<file path="src/core/tsr_pkg.sv">
// constants and types for the thermal sensor smbus register block
package tsr_pkg;
   localparam logic [7:0] CMD_RESERVED        = 8'h00;
   localparam logic [7:0] READ_TEMP_CMD       = 8'h01;
   localparam logic [7:0] READ_STATUS_CMD     = 8'h02;
   localparam logic [7:0] READ_CONFIG_CMD     = 8'h03;
   localparam logic [7:0] READ_RATE_CMD       = 8'h04;
   localparam logic [7:0] READ_HIGH_LIMIT_CMD = 8'h07;
   localparam logic [7:0] READ_LOW_LIMIT_CMD  = 8'h08;
   localparam logic [7:0] WRITE_CONFIG_CMD    = 8'h09;
   localparam logic [7:0] WRITE_RATE_CMD      = 8'h0A;
   localparam logic [7:0] WRITE_HIGH_LIMIT_CMD= 8'h0D;
   localparam logic [7:0] WRITE_LOW_LIMIT_CMD = 8'h0E;
   localparam logic [7:0] SINGLE_CONVERSION_CMD = 8'h0F;
   localparam logic [7:0] CONFIG_RESET        = 8'h00;
   localparam logic [7:0] RATE_RESET          = 8'h02;
   localparam logic [7:0] HIGH_LIMIT_RESET    = 8'h7F;
   localparam logic [7:0] LOW_LIMIT_RESET     = 8'hC9;
   localparam logic [6:0] ARA_ADDR            = 7'h0C;
   localparam logic [3:0] ADDR_HI_SA2_LOW     = 4'h3;
   localparam logic [3:0] ADDR_HI_SA2_FLOAT   = 4'h5;
   localparam logic [3:0] ADDR_HI_SA2_HIGH    = 4'h9;
   localparam int         CFG_STANDBY_BIT     = 6;
   localparam int         ST_BUSY_BIT         = 7;
   localparam int         ST_HIGH_BIT         = 4;
   localparam int         ST_LOW_BIT          = 3;
   localparam int         ST_OPEN_BIT         = 2;
   localparam logic [7:0] RATE_MAX_CODE       = 8'h07;
   localparam int         CLK_HZ              = 100_000_000;
   // slowest interval 16 s, code n gives 16 s >> n
   localparam int         SLOWEST_PERIOD_S    = 16;
   localparam logic [35:0] SLOWEST_CYCLES     = 36'(longint'(SLOWEST_PERIOD_S) * CLK_HZ);
   localparam int         CONV_TIME_US        = 100;
   localparam int         CONV_CYCLES         = CONV_TIME_US * (CLK_HZ / 1_000_000);

   typedef enum logic [3:0] {
      BS_IDLE  = 4'b0000,
      BS_ADDR  = 4'b0001,
      BS_AACK  = 4'b0011,
      BS_RXB   = 4'b0010,
      BS_RACK  = 4'b0110,
      BS_TXB   = 4'b0111,
      BS_TACK  = 4'b0101,
      BS_WAITP = 4'b0100
   } tsr_bus_t;

   typedef struct packed {
      logic [1:0]  scl_sy;
      logic [1:0]  sda_sy;
      logic        scl_q;
      logic        sda_q;
      tsr_bus_t    bst;
      logic [3:0]  bitcnt;
      logic [7:0]  shreg;
      logic [1:0]  bytenum;
      logic        is_ara;
      logic        is_read;
      logic [7:0]  cmd;
      logic        rd_valid;
      logic        sda_oe;
      logic [7:0]  temp;
      logic [7:0]  config_r;
      logic [7:0]  rate;
      logic [7:0]  high_lim;
      logic [7:0]  low_lim;
      logic        high_flag;
      logic        low_flag;
      logic        open_flag;
      logic        busy;
      logic        single;
      logic [31:0] conv_cnt;
      logic [35:0] rate_cnt;
      logic        alert;
      logic        status_rd;
   } tsr_state_t;
endpackage

</file>
<file path="src/core/tsr_top.sv">
// smbus slave with thermal sensor registers, conversion timer and alarms
// What this block does
// - answer only write byte, read byte, send byte, receive byte and alert response.
// - receive byte returns register chosen by latest command byte of any write byte, read byte or send byte.
// - write byte: address, command, data, each acknowledged, then stop.
// - read byte: address, command, restart, address read, data, host nack.
// - send byte has command only; receive byte returns data then host nack.
// - alert response read returns own 7-bit address in upper bits.
// - codes 01h, 02h, 03h read temperature, status, configuration.
// - codes 04h, 07h, 08h read rate, high limit, low limit.
// - reset values: config 00h, rate 02h, high 7Fh, low C9h.
// - write 09h loads configuration, 0Ah loads conversion rate.
// - write 0Dh loads high limit, 0Eh loads low limit.
// - single conversion command starts conversion now, ignored while busy.
// - in standby a single conversion runs once then returns to standby.
// - in auto mode single conversion restarts the rate timer.
// - command pointer resets to 00h; receive byte invalid until new command.
// - temperature is two's complement, saturated to 127 and -128.
// - reading at or beyond a limit sets the matching alarm flag.
// - alarm flags sticky, cleared by status read unless condition persists.
// - status bit7 busy, bit4 high, bit3 low, bit2 open, others zero.
// - config bit6 set halts converting and enters standby; clear is auto.
// - rate codes 00h to 07h double from 0.0625 Hz to 8 Hz.
// - alert output asserts when either limit is crossed.
// - claim address 0011, 0101 or 1001 upper bits with slot pin bits.
`timescale 1ns/1ps
module tsr_top #(
   parameter logic [35:0] SLOWEST_CYCLES = tsr_pkg::SLOWEST_CYCLES,
   parameter int          CONV_CYCLES    = tsr_pkg::CONV_CYCLES
) (
   input  wire logic              CLK,
   input  wire logic              RST,
   input  wire logic              SCL,
   input  wire logic              SDA_IN,
   output logic                   SDA_OUT,
   output logic                   SDA_OE,
   output logic                   ALERT_N_OUT,
   output logic                   ALERT_N_OE,
   input  wire logic              SA1,
   input  wire logic [1:0]        SA2_MODE,
   input  wire logic signed [9:0] ADC_RESULT,
   input  wire logic              ADC_OPEN,
   output logic                   CONV_ACTIVE
);
   tsr_pkg::tsr_state_t s_reg;
   tsr_pkg::tsr_state_t s_next;

   logic [6:0]  my_addr;
   logic        scl_rise;
   logic        scl_fall;
   logic        start_c;
   logic        stop_c;
   logic [7:0]  rd_data;
   logic [7:0]  sat;
   logic [7:0]  status_v;
   logic        hi_cond;
   logic        lo_cond;
   logic [35:0] interval;
   logic        conv_done;
   logic        start_conv;
   logic        auto_mode;

   ////////////////////////////////////////////////////////////////////////////
   // address and read mux
   always_comb begin
      // SA2_MODE: 0 low, 1 floating, 2 high
      case (SA2_MODE)
         2'd0:    my_addr = {tsr_pkg::ADDR_HI_SA2_LOW, 1'b0, SA1, 1'b0};
         2'd1:    my_addr = {tsr_pkg::ADDR_HI_SA2_FLOAT, 1'b0, SA1, 1'b1};
         default: my_addr = {tsr_pkg::ADDR_HI_SA2_HIGH, 1'b1, SA1, 1'b0};
      endcase
   end

   assign hi_cond  = $signed(s_reg.temp) >= $signed(s_reg.high_lim);
   assign lo_cond  = $signed(s_reg.temp) <= $signed(s_reg.low_lim);
   assign status_v = {s_reg.busy, 2'b00, s_reg.high_flag, s_reg.low_flag, s_reg.open_flag, 2'b00};

   always_comb begin
      case (s_reg.cmd)
         tsr_pkg::READ_TEMP_CMD:       rd_data = s_reg.temp;
         tsr_pkg::READ_STATUS_CMD:     rd_data = status_v;
         tsr_pkg::READ_CONFIG_CMD:     rd_data = s_reg.config_r;
         tsr_pkg::READ_RATE_CMD:       rd_data = s_reg.rate;
         tsr_pkg::READ_HIGH_LIMIT_CMD: rd_data = s_reg.high_lim;
         tsr_pkg::READ_LOW_LIMIT_CMD:  rd_data = s_reg.low_lim;
         default:                      rd_data = 8'hFF;
      endcase
   end

   always_comb begin
      if (ADC_RESULT > 10'sd127) begin
         sat = 8'h7F;
      end else if (ADC_RESULT < -10'sd128) begin
         sat = 8'h80;
      end else begin
         sat = ADC_RESULT[7:0];
      end
   end

   // reserved rate codes run at the fastest rate
   always_comb begin
      if (s_reg.rate > tsr_pkg::RATE_MAX_CODE) begin
         interval = SLOWEST_CYCLES >> 7;
      end else begin
         interval = SLOWEST_CYCLES >> s_reg.rate[2:0];
      end
   end

   assign scl_rise  = s_reg.scl_sy[1] & ~s_reg.scl_q;
   assign scl_fall  = ~s_reg.scl_sy[1] & s_reg.scl_q;
   assign start_c   = s_reg.scl_sy[1] & s_reg.scl_q & s_reg.sda_q & ~s_reg.sda_sy[1];
   assign stop_c    = s_reg.scl_sy[1] & s_reg.scl_q & ~s_reg.sda_q & s_reg.sda_sy[1];
   assign auto_mode = ~s_reg.config_r[tsr_pkg::CFG_STANDBY_BIT];
   assign conv_done = s_reg.busy && (s_reg.conv_cnt == 32'(CONV_CYCLES - 1));

   ////////////////////////////////////////////////////////////////////////////
   // next state
   always_comb begin
      s_next = s_reg;
      start_conv = 1'b0;
      s_next.scl_sy = {s_reg.scl_sy[0], SCL};
      s_next.sda_sy = {s_reg.sda_sy[0], SDA_IN};
      s_next.scl_q  = s_reg.scl_sy[1];
      s_next.sda_q  = s_reg.sda_sy[1];
      s_next.status_rd = 1'b0;

      if (start_c) begin
         s_next.bst     = tsr_pkg::BS_ADDR;
         s_next.bitcnt  = 4'h0;
         s_next.sda_oe  = 1'b0;
      end else if (stop_c) begin
         s_next.bst     = tsr_pkg::BS_IDLE;
         s_next.sda_oe  = 1'b0;
         s_next.bytenum = 2'd0;
      end else begin
         case (s_reg.bst)
            tsr_pkg::BS_IDLE: begin
               s_next.sda_oe = 1'b0;
            end
            tsr_pkg::BS_ADDR, tsr_pkg::BS_RXB: begin
               if (scl_rise) begin
                  s_next.shreg  = {s_reg.shreg[6:0], s_reg.sda_sy[1]};
                  s_next.bitcnt = s_reg.bitcnt + 4'h1;
               end
               if (scl_fall && s_reg.bitcnt == 4'h8) begin
                  s_next.bitcnt = 4'h0;
                  if (s_reg.bst == tsr_pkg::BS_ADDR) begin
                     s_next.is_read = s_reg.shreg[0];
                     s_next.is_ara  = s_reg.shreg[7:1] == tsr_pkg::ARA_ADDR;
                     if ((s_reg.shreg[7:1] == my_addr) ||
                         (s_reg.shreg[7:1] == tsr_pkg::ARA_ADDR && s_reg.shreg[0] && s_reg.alert)) begin
                        s_next.bst    = tsr_pkg::BS_AACK;
                        s_next.sda_oe = 1'b1;
                        if (!s_reg.shreg[0]) begin
                           s_next.bytenum = 2'd0;
                        end
                     end else begin
                        s_next.bst = tsr_pkg::BS_WAITP;
                     end
                  end else begin
                     s_next.bst    = tsr_pkg::BS_RACK;
                     s_next.sda_oe = 1'b1;
                     if (s_reg.bytenum == 2'd0) begin
                        s_next.cmd      = s_reg.shreg;
                        s_next.rd_valid = 1'b0;
                        if (s_reg.shreg == tsr_pkg::SINGLE_CONVERSION_CMD) begin
                           start_conv = ~s_reg.busy;
                        end
                     end else if (s_reg.bytenum == 2'd1) begin
                        case (s_reg.cmd)
                           tsr_pkg::WRITE_CONFIG_CMD:     s_next.config_r = s_reg.shreg & 8'h40;
                           tsr_pkg::WRITE_RATE_CMD:       s_next.rate = s_reg.shreg;
                           tsr_pkg::WRITE_HIGH_LIMIT_CMD: s_next.high_lim = s_reg.shreg;
                           tsr_pkg::WRITE_LOW_LIMIT_CMD:  s_next.low_lim = s_reg.shreg;
                           default: ;
                        endcase
                     end
                     s_next.bytenum = (s_reg.bytenum == 2'd3) ? 2'd3 : s_reg.bytenum + 2'd1;
                  end
               end
            end
            tsr_pkg::BS_AACK, tsr_pkg::BS_RACK: begin
               if (scl_fall) begin
                  if (s_reg.bst == tsr_pkg::BS_AACK && s_reg.is_read) begin
                     s_next.bst    = tsr_pkg::BS_TXB;
                     s_next.shreg  = s_reg.is_ara ? {my_addr, 1'b1} : rd_data;
                     s_next.sda_oe = s_reg.is_ara ? ~my_addr[6] : ~rd_data[7];
                     s_next.bitcnt = 4'h1;
                     s_next.status_rd = ~s_reg.is_ara && s_reg.cmd == tsr_pkg::READ_STATUS_CMD;
                  end else begin
                     s_next.bst    = tsr_pkg::BS_RXB;
                     s_next.sda_oe = 1'b0;
                     s_next.bitcnt = 4'h0;
                  end
               end
            end
            tsr_pkg::BS_TXB: begin
               if (scl_fall) begin
                  if (s_reg.bitcnt == 4'h8) begin
                     s_next.bst    = tsr_pkg::BS_TACK;
                     s_next.sda_oe = 1'b0;
                  end else begin
                     s_next.sda_oe = ~s_reg.shreg[3'd7 - 3'(s_reg.bitcnt)];
                     s_next.bitcnt = s_reg.bitcnt + 4'h1;
                  end
               end
            end
            tsr_pkg::BS_TACK: begin
               // host nack ends the byte; only one byte is served
               if (scl_rise) begin
                  s_next.bst = tsr_pkg::BS_WAITP;
               end
            end
            tsr_pkg::BS_WAITP: begin
               s_next.sda_oe = 1'b0;
            end
            default: begin
               s_next.bst = tsr_pkg::BS_IDLE;
            end
         endcase
      end

      // conversion engine
      if (s_reg.config_r[tsr_pkg::CFG_STANDBY_BIT] && !s_reg.single) begin
         s_next.busy = 1'b0;
      end
      if (s_reg.busy) begin
         s_next.conv_cnt = s_reg.conv_cnt + 32'd1;
      end
      if (conv_done && !(s_reg.config_r[tsr_pkg::CFG_STANDBY_BIT] && !s_reg.single)) begin
         s_next.temp      = sat;
         s_next.open_flag = ADC_OPEN;
         s_next.busy      = 1'b0;
         s_next.single    = 1'b0;
      end
      if (auto_mode && !s_reg.busy) begin
         if (s_reg.rate_cnt >= interval - 36'd1) begin
            s_next.rate_cnt = 36'd0;
            s_next.busy     = 1'b1;
            s_next.conv_cnt = 32'd0;
         end else begin
            s_next.rate_cnt = s_reg.rate_cnt + 36'd1;
         end
      end
      if (start_conv) begin
         s_next.busy     = 1'b1;
         s_next.single   = 1'b1;
         s_next.conv_cnt = 32'd0;
         s_next.rate_cnt = 36'd0;
      end

      // sticky alarms; set wins over the read clear
      if (s_reg.status_rd) begin
         s_next.high_flag = hi_cond;
         s_next.low_flag  = lo_cond;
      end
      if (hi_cond) begin
         s_next.high_flag = 1'b1;
      end
      if (lo_cond) begin
         s_next.low_flag = 1'b1;
      end
      // alert held while a limit is crossed, then until answered by the alert response read
      if (hi_cond || lo_cond) begin
         s_next.alert = 1'b1;
      end else if (s_reg.bst == tsr_pkg::BS_TACK && s_reg.is_ara) begin
         s_next.alert = 1'b0;
      end
   end

   ////////////////////////////////////////////////////////////////////////////
   // state register
   always_ff @(posedge CLK) begin
      if (RST) begin
         s_reg          <= '0;
         s_reg.scl_sy   <= 2'b11;
         s_reg.sda_sy   <= 2'b11;
         s_reg.scl_q    <= 1'b1;
         s_reg.sda_q    <= 1'b1;
         s_reg.bst      <= tsr_pkg::BS_IDLE;
         s_reg.cmd      <= tsr_pkg::CMD_RESERVED;
         s_reg.config_r <= tsr_pkg::CONFIG_RESET;
         s_reg.rate     <= tsr_pkg::RATE_RESET;
         s_reg.high_lim <= tsr_pkg::HIGH_LIMIT_RESET;
         s_reg.low_lim  <= tsr_pkg::LOW_LIMIT_RESET;
      end else begin
         s_reg <= s_next;
      end
   end

   always_ff @(posedge CLK) begin
      if (RST) begin
         SDA_OE      <= 1'b0;
         ALERT_N_OE  <= 1'b0;
         CONV_ACTIVE <= 1'b0;
      end else begin
         SDA_OE      <= s_next.sda_oe;
         ALERT_N_OE  <= s_next.alert;
         CONV_ACTIVE <= s_next.busy;
      end
   end

   always_ff @(posedge CLK) begin
      SDA_OUT     <= 1'b0;
      ALERT_N_OUT <= 1'b0;
   end
endmodule // tsr_top

</file>
<file path="config.mk">
export PLATFORM = sky130hd
export DESIGN_NAME = tsr_top
export DESIGN_NICKNAME = d
export VERILOG_FILES = /design/src/core/tsr_pkg.sv /design/src/core/tsr_top.sv
export SDC_FILE = /design/constraint.sdc
export NUM_CORES = 1
export LEC_CHECK = 0
export ABC_AREA = 0
export BUFFER_PORTS_ARGS = -buffer_cell sky130_fd_sc_hd__buf_2
export CAP_MARGIN = 20
export CORE_ASPECT_RATIO = 0.7
export CORE_MARGIN = 2
export CORE_UTILIZATION = 40
export DETAILED_ROUTE_END_ITERATION = 10
export PLACE_DENSITY = 0.66
export SKIP_LAST_GASP = 1
export SLEW_MARGIN = 15
export SYNTH_ARGS = -nofsm -noshare
export SYNTH_HDL_FRONTEND = slang
export SYNTH_SLANG_ARGS = --single-unit
</file>
<file path="constraint.sdc">
create_clock -name CLK -period 3.9 [get_ports CLK]
set_input_delay 0.585 -clock CLK [delete_from_list [all_inputs] [get_ports CLK]]
set_output_delay 0.585 -clock CLK [all_outputs]
set_load 0.02 [all_outputs]
</file>
# --- Word-level counts from Yosys, hierarchy flattened ---
# Index checks and enable logic that the tools add are counted.
totals:
  register_bits: 143
  input_bits: 18
  output_inout_bits: 5
  wordCells: 219
classes:
  n_addsub: 6
  order_cmp: 7
  eq_ne: 43
  n_shift: 1
  muxes: 64
  n_bitwise: 25
  n_reduce_logical: 46
ops:
  columns: ["op", "count"]
  rows:
  - ["36-bit two-way mux", 2]
  - ["70-bit two-way mux", 1]
  - ["68-bit two-way mux", 1]
  - ["32-bit two-way mux", 2]
  - ["8-bit by 4-bit == test with 1-bit output, second input constant", 6]
  - ["8-bit two-way mux", 6]
  - ["8-bit one-hot mux with 6 select lines", 1]
  - ["36-bit by 1-bit adder with 36-bit output, second input constant", 1]
  - ["36-bit greater-or-equal comparator", 1]
  - ["31-bit by 3-bit right shift with 36-bit output, first input constant", 1]
  - ["36-bit by 1-bit subtractor with 36-bit output, second input constant", 1]
  - ["32-bit by 1-bit adder with 32-bit output, second input constant", 1]
  - ["32-bit by 14-bit == test with 1-bit output, second input constant", 1]
  - ["8-bit AND reduction", 4]
  - ["6-bit AND reduction", 5]
  - ["12-bit two-way mux", 2]
  - ["1-bit two-way mux", 23]
  - ["4-bit != test, second input constant", 5]
  - ["4-bit one-hot mux with 5 select lines", 1]
  - ["9-bit two-way mux", 2]
  - ["1-bit NOT", 18]
  - ["4-bit by 3-bit == test with 1-bit output, second input constant", 4]
  - ["8-bit by 2-bit == test with 1-bit output, second input constant", 2]
  - ["8-bit by 3-bit == test with 1-bit output, second input constant", 2]
  - ["other kinds (47)", 99]

# --- Depth between registers and ports, before layout ---
# Gate-level depths: netlist of run 1.
logic_depth:
  depth_word: 10
  ltp_mapped: 19
  mapped_depth_nobuf: 16

# --- Worst setup path before layout of run 1 ---
# Ideal clock, no wire load.
synth_path:
  path_kind: "register -> register"
  start: "reg s_reg[92] (netlist bit)"
  end: "reg s_reg[10] (netlist bit)"
  arrival_ns: 3.214
  required_ns: 3.836
  path_slack_ns: 0.622
  stages_incl_launch_ff: 19
  n_path_buf: 4
  path_cell_list: "dfxtp_1 -> clkbuf_1 -> inv_1 -> nor2_1 -> nand2_1 -> ha_1 -> clkbuf_1 -> nor3_1 -> o21ai_0 -> and3_1 -> ha_1 -> a21oi_1 -> o21ai_0 -> a21oi_1 -> o211ai_1 -> a221o_1 -> buf_2 -> buf_2 -> nor2_1"
synth_via:
  elab_chain_cells: 5
  elab_cells_between_ends: 6
  cone_classes: "add/sub (1); order compare (2); shift (1); mux (2)"
synth_rtl:
  columns: ["element", "line_no", "source"]
  rows:
  - ["start, declared", "tsr_top.sv:45", "tsr_pkg::tsr_state_t s_reg;"]
  - ["start signal, assigned", "tsr_top.sv:287", "s_reg <= s_next;"]
  - ["8-bit by 3-bit > comparator with 1-bit output / 31-bit by 3-bit right shift with 36-bit output (equally long branches)", "tsr_top.sv:102, tsr_top.sv:105", null]
  - ["36-bit two-way mux (*)", "tsr_top.sv:102", "if (s_reg.rate > tsr_pkg::RATE_MAX_CODE) begin"]
  - ["36-bit by 1-bit subtractor with 36-bit output (*)", "tsr_top.sv:237", "if (s_reg.rate_cnt >= interval - 36'd1) begin"]
  - ["36-bit greater-or-equal comparator (*)", "tsr_top.sv:237", null]
  - ["36-bit two-way mux (*)", "tsr_top.sv:237", null]
# Mark *: on every way between the ends. The rest lies on a longest branch, timed or not.
# A chain may end at the register's enable or synchronous reset.

# --- Final worst setup path of run 1 ---
layout_path:
  start: "reg s_reg[98] (netlist bit)"
  end: "reg s_reg[42] (netlist bit)"
layout_via:
  elab_chain_cells: 6
layout_rtl:
  columns: ["element", "line_no", "source"]
  rows:
  - ["8-bit by 3-bit > comparator with 1-bit output", "tsr_top.sv:102", null]
  - ["36-bit two-way mux", "tsr_top.sv:102", null]
  - ["36-bit by 1-bit subtractor with 36-bit output", "tsr_top.sv:237", null]
  - ["36-bit greater-or-equal comparator", "tsr_top.sv:237", null]
  - ["32-bit two-way mux", "tsr_top.sv:237", null]
  - ["68-bit two-way mux", "tsr_top.sv:236", "if (auto_mode && !s_reg.busy) begin"]
# No other way between the ends.

==> metrics.md, run 1 <==
| Metric | Value |
|---|---|
| Max stage delay on crit path | 0.43 ns |
| # rows | 44 |
| Worst-path maximum fanout | 67 |
| Lkg Pwr | 3.717 nW |
| Final slew viol count | 0 |
| Synth cell types | 70 |
| TNS Setup | 0 ns |
| Gr usage total | 19.09% |
| Max clock buf depth | 2 |
| # setup viols final | 0 |
| Die Area | 0.02199 sq mm |
| VDD IR-drop max | between 0.0002 and 0.0003 V |
| YS warnings | 0 |
| Number of buffers created by CTS | 17 |
| Power Density | approximately 350 mW/mm^2 |
| Layout area overhead | 11.41% |
| Crit-path leading delay family | simple AND/OR/NAND/NOR gates |
| Post-route DRC violation count | 0 |
| Fill count | 2042 |
| Slowest cell on the critical path | a221o_2 |
| DRT iter0 DRCs | 741 |
| Initial Util | 40.41% |
| Max cap viols | 0 |
| Initial antenna violation count | 0 |
| Clk pin slew, worst setup/hold paths | 0.07 ns |
| Hold_buf cts | 0 |
| DR vias | 7135 |
| Routed vias/inst | 5.401 |
| I/O pins | 23 |
| Vias in the first global route | 6332 |
| Clock Skew | between 0.01 and 0.015 ns |
| RSZ-0062 raised after global routing | no |
| Internal reg-to-reg setup slack | 0.35 ns |
| Largest net degree at the start of global routing | 68 |
| Syn_area_per_cell | between 8 and 9 sq um |
| Outcome | complete, no violations |
| Least-Margin Pin Slew | 0.9834 ns |
| Tcrit/Tclk final | 90.97% |
| CTS resizes | 0 |
| Total congestion overflow | 0 |
| Final Hold Fails | 0 |
| Worst rel slew slack | roughly 34% |
| Final non-filler cell area | 0.009270 sq mm |
| # clock sinks | 142 |
| Core footprint | 0.02059 sq mm |
| CP Capture Type | flip-flop |
| DP Area | 0.008677 sq mm |
| Post-synth EDFFs | 0 |
| Hold Worst Slack | 0.3343 ns |
| Final min period | 3.548 ns |
| Top cell type's share of synthesized area | 34.17% |
| Post-Syn Area | 0.008320 sq mm |
| Critical path required time | around 4.3 ns |
| DRT Pass-1 Iters | 5 |
| Tot Pwr | 3.220 mW |
| Critical path data arrival time | 3.91 ns |
| Post-DP HPWL | roughly 15000 um |
| Number of antenna-violating nets in the routed design | 0 |
| Final #Nets | 1102 |
| Setup repair bufs after CTS | 0 |
| Max reg flops | 135 |
| First-pass GRT wire length | 33530 um |
| Antenna Cells | 0 |
| Die Wd | around 180 um |
| Syn Inst Count | 1027 |
| Yosys reg bits | 142 |
| Top post-synthesis cells by area | dfxtp_1 (34%), ha_1 (7.8%), nor2_1 (7.5%) |
| Crit-path cells | nor3_1 > nand2_1 > nor2_1 > nand2_1 > ha_1 > nor3_1 > o21ai_0 > and3_1 > ha_1 > a21oi_1 > o21ai_0 > a21oi_1 > o211ai_1 > a221o_2 > buf_12 > nor2_1 |
| Share of post-route cells with drive strength above 1 | 8.325% |
| F_max | 281.9 MHz |
| H-tree depth | 4 |
| Drt wl/cell | 15.74 um |
| Worst path bufs/invs | 1 |
| TritonCTS clock tree | done |
| Post-synth ARST share | 0% |
| Path type of the worst min-delay path | input port to flip-flop |
| Critical Path Start Type | flip-flop |
| Die height | 124.7 um |
| Final GP Congestion | 0.8626 |
| Setup CP Type | flip-flop to flip-flop |
| Largest area contributor in the netlist | dfxtp_1 |
| Wirelength, routed | 20800 um |
| Top_reg_cell synth | dfxtp_1 |
| Post-synthesis sequential area ratio | 34.17% |
| CTS root buf | clkbuf_16 |
| Worst-Skew Late Latency | 0.43 ns |
| Number of port buffers | 20 |
## worst paths after layout
kind / from / endpoint / cells past startpoint
worst max-delay path: s_reg[98]$_SDFFE_PP0P_ / s_reg[42]$_SDFF_PP0_ / 16
worst min-delay path: SDA_IN / s_next[148]$_SDFF_PP1_ / 2
worst max register to register: s_reg[98]$_SDFFE_PP0P_ / s_reg[42]$_SDFF_PP0_ / 16
worst min register to register: s_next[148]$_SDFF_PP1_ / s_next[145]$_SDFF_PP1_ / 1
## area by class of cell
class                           count  area (sq um)  area share (%)
Clock buffer                       17         425.4           4.589
Clock inverter                     15         167.7           1.809
Inverter                           41         153.9           1.660
Multi-Input combinational cell    800          5147           55.53
Sequential cell                   142          2843           30.67
Tap cell                          276         345.3           3.725
Timing Repair Buffer               30         187.7           2.025
## layout by cell type (no fill, tap or decap), types with 11 or more instances in the layout
cell / n
a21oi_1: 50
and3_1: 32
buf_2: 20
clkbuf_16: 17
dfxtp_1: 142
ha_1: 52
inv_1: 40
mux2i_1: 41
nand2_1: 70
nand3_1: 46
nand4_1: 22
nor2_1: 167
nor2b_1: 13
nor3_1: 25
nor4_1: 11
o21ai_0: 43
or2_2: 11
xnor2_1: 36
xor2_1: 35
## logic make-up (layout without fill, tap and decap cells)
group / after synthesis / after routing / share of synthesized area [%]
flip-flops: 142 / 142 / 34.17
other: 2 / 7 / 0.09026
AND/OR/NAND/NOR: 455 / 455 / 27.28
multiplexers: 43 / 43 / 5.474
buffers and inverters: 90 / 103 / 4.271
AO/OA/AOI/OAI: 172 / 172 / 13.43
XOR/XNOR: 71 / 71 / 7.474
adder cells (fa/ha/maj): 52 / 52 / 7.820
## routing by layer
metal | routed length, um | up-vias | track usage (%)
li1 | - | 3627 | -
met5 | 0 | - | 0
met1 | 10970 | 3262 | 29.66
met2 | 8123 | 227 | 25.35
met3 | 1418 | 19 | 5.189
met4 | 284 | 0 | 4.910
## cell usage after synthesis (13+ instances only)
cell / n
mux2i_1: 41
xnor2_1: 36
nor3_1: 26
and3_1: 32
nand4_1: 22
nor2_1: 167
clkbuf_1: 37
xor2_1: 35
o21ai_0: 43
dfxtp_1: 142
a21oi_1: 50
ha_1: 52
inv_1: 40
nand2_1: 70
nand3_1: 46
nor2b_1: 13
## metrics by stage
stage,setup WS [ns],util [%],instances
2_1_floorplan,0.6218,-,1032
6_report,0.3521,45.02,1321
3_3_place_gp,0.6318,42.14,1289
3_5_place_dp,0.4628,42.14,1289
5_1_grt,0.07571,45.02,1321
4_1_cts,0.4427,45.02,1321
## worst register-to-register path, cell delays in order (launching register included)
cell	delay, ns
dfxtp_1	0.32
nor3_1	0.33
nand2_1	0.20
nor2_1	0.16
nand2_1	0.08
ha_1	0.28
nor3_1	0.18
o21ai_0	0.10
and3_1	0.19
ha_1	0.28
a21oi_1	0.15
o21ai_0	0.11
a21oi_1	0.18
o211ai_1	0.11
a221o_2	0.43
buf_12	0.21
nor2_1	0.17
## where the power goes
part           switching (mW)  internal, mW  leakage [nW]
Combinational          0.0570        0.0304          2.28
Clock                   0.751         0.915         0.292
Sequential             0.0105          1.46          1.15
Total                   0.818          2.40          3.72
Power figures use the tool's default switching activity.
==> inputs of run 2 (changes only) <==
--- a/config.mk
+++ b/config.mk
@@ -6,13 +6,14 @@
 export NUM_CORES = 1
 export LEC_CHECK = 0
 export ABC_AREA = 0
-export BUFFER_PORTS_ARGS = -buffer_cell sky130_fd_sc_hd__buf_2
 export CAP_MARGIN = 20
 export CORE_ASPECT_RATIO = 0.7
 export CORE_MARGIN = 2
 export CORE_UTILIZATION = 40
 export DETAILED_ROUTE_END_ITERATION = 10
-export PLACE_DENSITY = 0.66
+export DONT_BUFFER_PORTS = 1
+export PLACE_DENSITY = 0.65
+export REMOVE_ABC_BUFFERS = 1
 export SKIP_LAST_GASP = 1
 export SLEW_MARGIN = 15
 export SYNTH_ARGS = -nofsm -noshare
==> run 2 against run 1 <==
Against the previous run:
- combinational power fell by 23%
- maximum frequency grew 5.6%
- clock power down 5%
- cell area down 1.3%
- sequential cell count unchanged
- setup slack better by 0.19 ns
- final cell count down 1.6%
- via count down 0.60%
- utilization is 0.58 points lower
- critical endpoint is now s_reg[3]$_SDFFE_PP0P_
- highest routed layer unchanged
==> metrics.md, run 2 (synthesized netlist as in run 1, its figures left out) <==
| Metric | Value |
|---|---|
| Total congestion overflow | 0 (unchanged) |
| Comb pwr share | 2.1% (was 2.7%) |
| Clk pin slew, worst setup/hold paths | 0.07 ns (about the same) |
| Most frequent cells in the layout | nor2_1 (167), dfxtp_1 (142), nand2_1 (70) (unchanged) |
| Final non-filler cell area | 0.009151 sq mm (was 0.009270 sq mm) |
| # setup viols final | 0 (unchanged) |
| Critical path required time | 4.25 ns (was 4.26 ns) |
| Setup repair bufs after CTS | 0 (unchanged) |
| Final slew viol count | 0 (unchanged) |
| Switching power | 0.7110 mW (was 0.8185 mW) |
| Number of buffers created by CTS | 17 (unchanged) |
| Core footprint | 0.02059 sq mm (unchanged) |
| Number of port buffers | 0 (was 20) |
| Path type of the worst min-delay path | input port to flip-flop (unchanged) |
| Die Area | 0.02199 sq mm (unchanged) |
| Hold Worst Slack | 0.2222 ns (was 0.3343 ns) |
| Worst flop-to-flop path endpoint | s_reg[3]$_SDFFE_PP0P_ (was s_reg[42]$_SDFF_PP0_) |
| Layout area overhead | 9.985% (was 11.41%) |
| Reg area | 0.002843 sq mm (unchanged) |
| Number of antenna-violating nets in the routed design | 0 (unchanged) |
| F_max | 297.7 MHz (was 281.9 MHz) |
| Max reg flops | 135 (unchanged) |
| Fill count | 2032 (was 2042) |
| Final #Nets | 1081 (was 1102) |
| Reg power frac | 47.0% (was 45.6%) |
| Max clock buf depth | 2 (unchanged) |
| Hold Path End | s_reg[125]$_SDFFE_PP0P_ (was s_next[148]$_SDFF_PP1_) |
| Outcome | complete, no violations (unchanged) |
| Clock power share | 50.8% (was 51.7%) |
| Footprint of the multi-input gates | 0.005152 sq mm (was 0.005147 sq mm) |
| Hold_buf cts | 0 (unchanged) |
| Tcrit/Tclk final | 86.13% (was 90.97%) |
| Internal reg-to-reg setup slack | 0.54 ns (was 0.35 ns) |
| Routed vias/inst | 5.455 (was 5.401) |
| Critical Path Start Type | flip-flop (unchanged) |
| Worst-Skew Late Latency | 0.43 ns (about the same) |
| Sw Ratio | 22.76% (was 25.42%) |
| Non-Filler Instances | 1300 (was 1321) |
| Drt wl/cell | 15.52 um (was 15.74 um) |
| R2R depth | 16 (unchanged) |
| Placed Cells | 1268 (was 1289) |
| Final Hold Fails | 0 (unchanged) |
| TNS Setup | 0 ns (unchanged) |
| Gr usage total | 18.94% (was 19.09%) |
| Die height | 124.7 um (unchanged) |
| Least-Margin Pin Slew | 0.9910 ns (was 0.9834 ns) |
| VDD IR-drop max | 0.0002220 V (was 0.0002960 V) |
| DRT Pass-1 Iters | 5 (unchanged) |
| Initial Util | 40.41% (unchanged) |
| Final min period | 3.359 ns (was 3.548 ns) |
| H-tree depth | 4 (unchanged) |
| DRT iter0 DRCs | 588 (was 741) |
| Worst rel slew slack | 33.32% (was 33.83%) |
| Setup CP Type | flip-flop to flip-flop (unchanged) |
| Post-DP HPWL | 14330 um (was 14620 um) |
| Reg2Reg Launch Point | s_reg[98]$_SDFFE_PP0P_ (unchanged) |
| # clock sinks | 142 (unchanged) |
| Power Density | 341.3 mW/mm^2 (was 347.4 mW/mm^2) |
| DP Area | 0.008569 sq mm (was 0.008677 sq mm) |
| RSZ-0062 raised after global routing | no (unchanged) |
| CP Capture Type | flip-flop (unchanged) |
| CTS root buf | clkbuf_16 (unchanged) |
| Commonest non-fill, non-tap cell in the layout | nor2_1 (unchanged) |
| Min-delay src | RST (was SDA_IN) |
| Max cap viols | 0 (unchanged) |
| TritonCTS clock tree | done (unchanged) |
| Die Wd | 176.4 um (unchanged) |
| Internal power | 2.412 mW (was 2.402 mW) |
| Critical path data arrival time | 3.71 ns (was 3.91 ns) |
| Largest net degree at the start of global routing | 68 (unchanged) |
| Post-route DRC violation count | 0 (unchanged) |
| Hold depth | 1 (was 2) |
| First-pass GRT wire length | 33780 um (was 33530 um) |
| Vias in the first global route | 6553 (was 6332) |
| Lkg Pwr | 3.614 nW (was 3.717 nW) |
| Final GP Congestion | 0.8602 (was 0.8626) |
| DR vias | 7092 (was 7135) |
| Share of post-route cells with drive strength above 1 | 6.543% (was 8.325%) |
| CTS resizes | 0 (unchanged) |
| Worst-path maximum fanout | 67 (unchanged) |
| I/O pins | 23 (unchanged) |
| Initial antenna violation count | 0 (unchanged) |
| Antenna Cells | 0 (unchanged) |
| Clock Skew | 0.01145 ns (was 0.01187 ns) |
| # rows | 44 (unchanged) |
| Wirelength, routed | 20170 um (was 20800 um) |
## run 2: cell types whose count changed in the layout (fill, tap and decap cells not counted)
| cell | previous run | this run |
|---|---|---|
| nor3_1 | 25 | 24 |
| clkinv_8 | 1 | 0 |
| clkinvlp_4 | 1 | 4 |
| clkinv_2 | 1 | 3 |
| buf_4 | 9 | 8 |
| nor3_2 | 1 | 2 |
| inv_8 | 5 | 0 |
| clkbuf_8 | 0 | 3 |
| inv_6 | 5 | 3 |
| buf_2 | 20 | 0 |
## run 2: final cells by class
class	count	share of cell area, %
Inverter	41	1.682
Timing Repair Buffer	9	0.8750
Clock inverter	12	1.203
Clock buffer	20	5.100
Sequential cell	142	31.06
Multi-Input combinational cell	800	56.30
Tap cell	276	3.774
## run 2: worst max-delay path by stage
stage | start | to | depth (start not counted)
after global placement | s_reg[98]$_SDFFE_PP0P_ | s_reg[49]$_SDFF_PP0_ | 16
after detailed placement | s_reg[98]$_SDFFE_PP0P_ | s_reg[3]$_SDFFE_PP0P_ | 16
after global routing | s_reg[98]$_SDFFE_PP0P_ | s_reg[3]$_SDFFE_PP0P_ | 17
after CTS | s_reg[98]$_SDFFE_PP0P_ | s_reg[3]$_SDFFE_PP0P_ | 16
final | s_reg[98]$_SDFFE_PP0P_ | s_reg[3]$_SDFFE_PP0P_ | 16
after floorplan | s_reg[93]$_SDFFE_PP0P_ | s_reg[10]$_SDFFE_PP0P_ | 14
## run 2: per-stage QoR
stage               util (%)  total power, mW  worst slack, ns
floorplan                  -            1.547           0.1472
global placement       41.62            1.566           0.6305
detailed placement     41.62            1.567           0.5328
finish                 44.45            3.123           0.5409
global route           44.45            3.224           0.1454
CTS                    44.42            3.151           0.5225
## run 2: layer usage
metal	vias to the layer above	GRT usage, %	wire length, um
met5	-	0	0
met4	0	5.153	244
met3	22	4.274	1292
met2	211	25.97	7954
met1	3280	29.18	10680
li1	3579	-	-
## run 2: power by group through the flow
stage	registers (mW)	clock network (mW)	logic (mW)
2_1_floorplan	1.50	0	0.0495
3_3_place_gp	1.50	0	0.0655
3_5_place_dp	1.50	0	0.0665
4_1_cts	1.47	1.62	0.0668
5_1_grt	1.47	1.68	0.0747
6_report	1.47	1.59	0.0669
## run 2: critical path: stages (launching register included)
cell	delay [ns]
dfxtp_1	0.33
nor3_2	0.21
nand2_1	0.16
nor2_1	0.17
nand2_1	0.08
ha_1	0.28
nor3_1	0.16
o21ai_0	0.09
and3_1	0.18
ha_1	0.29
a21oi_1	0.16
o21ai_0	0.11
a21oi_1	0.17
o211ai_1	0.10
a221o_2	0.43
buf_12	0.21
a21oi_1	0.14
==> inputs of run 3 (changes only) <==
--- a/config.mk
+++ b/config.mk
@@ -7,15 +7,16 @@
 export LEC_CHECK = 0
 export ABC_AREA = 0
 export CAP_MARGIN = 20
+export CELL_PAD_IN_SITES_DETAIL_PLACEMENT = 0
+export CELL_PAD_IN_SITES_GLOBAL_PLACEMENT = 1
 export CORE_ASPECT_RATIO = 0.7
 export CORE_MARGIN = 2
 export CORE_UTILIZATION = 40
 export DETAILED_ROUTE_END_ITERATION = 10
 export DONT_BUFFER_PORTS = 1
-export PLACE_DENSITY = 0.65
+export PLACE_DENSITY = 0.81
 export REMOVE_ABC_BUFFERS = 1
 export SKIP_LAST_GASP = 1
-export SLEW_MARGIN = 15
 export SYNTH_ARGS = -nofsm -noshare
 export SYNTH_HDL_FRONTEND = slang
 export SYNTH_SLANG_ARGS = --single-unit
==> constraint.sdc (replaced) <==
create_clock -name CLK -period 2.74 [get_ports CLK]
set_input_delay 0.411 -clock CLK [delete_from_list [all_inputs] [get_ports CLK]]
set_output_delay 0.411 -clock CLK [all_outputs]
set_load 0.02 [all_outputs]
==> run 3 against run 2 <==
Against the previous run:
- via count is 4.8% higher
- critical path type unchanged
- final cell count is 5.8% higher
- register-to-register slack worse by 0.92 ns
- the flow now finishes with violations (negative setup slack)
==> metrics.md, run 3 (synthesized netlist as in run 1, its figures left out) <==
| Metric | Value |
|---|---|
| Outcome | complete, but fails checks (was complete, no violations) |
| Failing checks | negative setup slack |
| Met1 wire length | 11960 um (was 10680 um) |
| Final GP Congestion | 0.8923 (was 0.8602) |
| F_max | 321.0 MHz (was 297.7 MHz) |
| Tot Pwr | 4.908 mW (was 3.123 mW) |
| Post-DP HPWL | 16280 um (was 14330 um) |
| DR vias | 7429 (was 7092) |
| Clock Skew | 0.006396 ns (was 0.01145 ns) |
| # clock sinks | 142 (unchanged) |
| Post-route DRC violation count | 0 (unchanged) |
| Die height | 124.7 um (unchanged) |
| Hold depth | 1 (unchanged) |
| Die Area | 0.02199 sq mm (unchanged) |
| Most frequent cells in the layout | nor2_1 (165), dfxtp_1 (139), buf_4 (79) (was nor2_1 (167), dfxtp_1 (142), nand2_1 (70)) |
| Number of antenna-violating nets in the routed design | 0 (unchanged) |
| Gr usage total | 20.83% (was 18.94%) |
| Number of buffers created by CTS | 17 (unchanged) |
| Drt wl/cell | 16.28 um (was 15.52 um) |
| Uppermost routed layer | met4 (unchanged) |
| Vias in the first global route | 6838 (was 6553) |
| Initial Util | 40.41% (unchanged) |
| Tcrit/Tclk final | 113.7% (was 86.13%) |
| Worst-Skew Late Latency | 0.42 ns (was 0.43 ns) |
| VDD IR-drop max | 0.0004319 V (was 0.0002220 V) |
| Setup CP Type | flip-flop to flip-flop (unchanged) |
| Final slew viol count | 0 (unchanged) |
| TritonCTS clock tree | done (unchanged) |
| Final Util | 48.43% (was 44.45%) |
| CTS root buf | clkbuf_16 (unchanged) |
| Number of port buffers | 0 (unchanged) |
| Path type of the worst min-delay path | input port to flip-flop (unchanged) |
| I/O pins | 23 (unchanged) |
| Met3 wire length | 1507 um (was 1292 um) |
| Max clock buf depth | 2 (unchanged) |
| Least-Margin Pin Slew | 0.7109 ns (was 0.9910 ns) |
| Total congestion overflow | 0 (unchanged) |
| RSZ-0062 raised after global routing | yes (was no) |
| DRT Pass-1 Iters | 8 (was 5) |
| Commonest non-fill, non-tap cell in the layout | nor2_1 (unchanged) |
| Core footprint | 0.02059 sq mm (unchanged) |
| Clk pin slew, worst setup/hold paths | 0.06 ns (was 0.07 ns) |
| Critical path required time | 3.10 ns (was 4.25 ns) |
| DRT iter0 DRCs | 589 (was 588) |
| Final #Nets | 1157 (was 1081) |
| CP Capture Type | flip-flop (unchanged) |
| Die Wd | 176.4 um (unchanged) |
| Worst rel slew slack | 52.17% (was 33.32%) |
| Initial antenna violation count | 0 (unchanged) |
| Setup WS post-layout | -0.3748 ns (was 0.5409 ns) |
| Final Hold Fails | 0 (unchanged) |
| Layout area overhead | 19.83% (was 9.985%) |
| Max cap viols | 0 (unchanged) |
| Share of post-route cells with drive strength above 1 | 14.64% (was 6.543%) |
| Lkg Pwr | 4.087 nW (was 3.614 nW) |
| Routed vias/inst | 5.399 (was 5.455) |
| H-tree depth | 4 (unchanged) |
| Critical path data arrival time | 3.47 ns (was 3.71 ns) |
| Largest net degree at the start of global routing | 55 (was 68) |
| Post-Place Worst Slack | -0.4633 ns (was 0.5328 ns) |
| First-pass GRT wire length | 36310 um (was 33780 um) |
| # setup viols final | 69 (was 0) |
| WL met2 | 8582 um (was 7954 um) |
| Max reg flops | 135 (unchanged) |
| Final min period | 3.115 ns (was 3.359 ns) |
| Wirelength, routed | 22410 um (was 20170 um) |
| # rows | 44 (unchanged) |
| Worst-path maximum fanout | 4 (was 67) |
| Antenna Cells | 0 (unchanged) |
| Power Density | 492.2 mW/mm^2 (was 341.3 mW/mm^2) |
| Critical Path Start Type | flip-flop (unchanged) |
| R2R depth | 17 (was 16) |
-- run 3: stage by stage --
| stage | hold slack [ns] | cells | TNS [ns] | instance area [sq um] |
|---|---|---|---|---|
| after global placement | 0.3920 | 1339 | -24.60 | 9102 |
| after floorplan | 0.3895 | 983 | -67.78 | 8138 |
| after CTS | 0.04108 | 1373 | -16.72 | 9859 |
| after detailed placement | 0.3937 | 1339 | -29.11 | 9102 |
| after global routing | 0.03652 | 1376 | -35.00 | 9971 |
| final | 0.05920 | 1376 | -22.44 | 9971 |
-- run 3: final cells by class --
cell class / count / area, sq um
Clock inverter: 9 / 203.9
Multi-Input combinational cell: 800 / 5260
Timing Repair Buffer: 85 / 683.2
Tap cell: 276 / 345.3
Clock buffer: 23 / 478.0
Sequential cell: 142 / 2846
Fill cell: 1980 / 10620
Inverter: 41 / 153.9
-- run 3: power breakdown --
| part | internal (mW) | leakage [nW] | switching, mW |
|---|---|---|---|
| Sequential | 2.07 | 1.15 | 0.0116 |
| Clock | 1.79 | 0.324 | 0.916 |
| Combinational | 0.0460 | 2.62 | 0.0731 |
| Total | 3.91 | 4.09 | 1.00 |
-- run 3: critical path, stage by stage, from the launching register on --
cell,delay (ns)
dfxtp_2,0.34
nor3_4,0.19
nand2_2,0.10
buf_4,0.16
nor2_1,0.15
buf_4,0.15
inv_1,0.05
nor2_1,0.09
ha_1,0.24
nand4_1,0.15
nor4_1,0.07
buf_4,0.14
a22oi_2,0.22
o211ai_1,0.14
a221o_2,0.51
buf_6,0.15
buf_6,0.12
nor2_1,0.09
-- run 3: worst paths after layout --
kind | start | end | slack, ns
worst min register to register | s_next[150]$_SDFF_PP1_ | s_next[146]$_SDFF_PP1_ | 0.41
worst min-delay path | RST | s_reg[94]$_SDFFE_PP0P_ | 0.06
worst max register to register | s_reg[95]$_SDFFE_PP0P_ | s_reg[5]$_SDFFE_PP0P_ | -0.37
worst max-delay path | s_reg[95]$_SDFFE_PP0P_ | s_reg[5]$_SDFFE_PP0P_ | -0.37
-- run 3: timing repair --
action	in CTS	in global routing
pin swaps	4	11
setup buffers	2	3
hold buffers	0	0
resized for setup	16	17
cloned	0	1
endpoints found under the setup margin	69	69
-- run 3: layer usage --
metal	up-vias	track usage, %
met2	211	27.43
met1	3466	32.73
met4	0	6.563
met3	24	4.701
met5	-	0
li1	3728	-
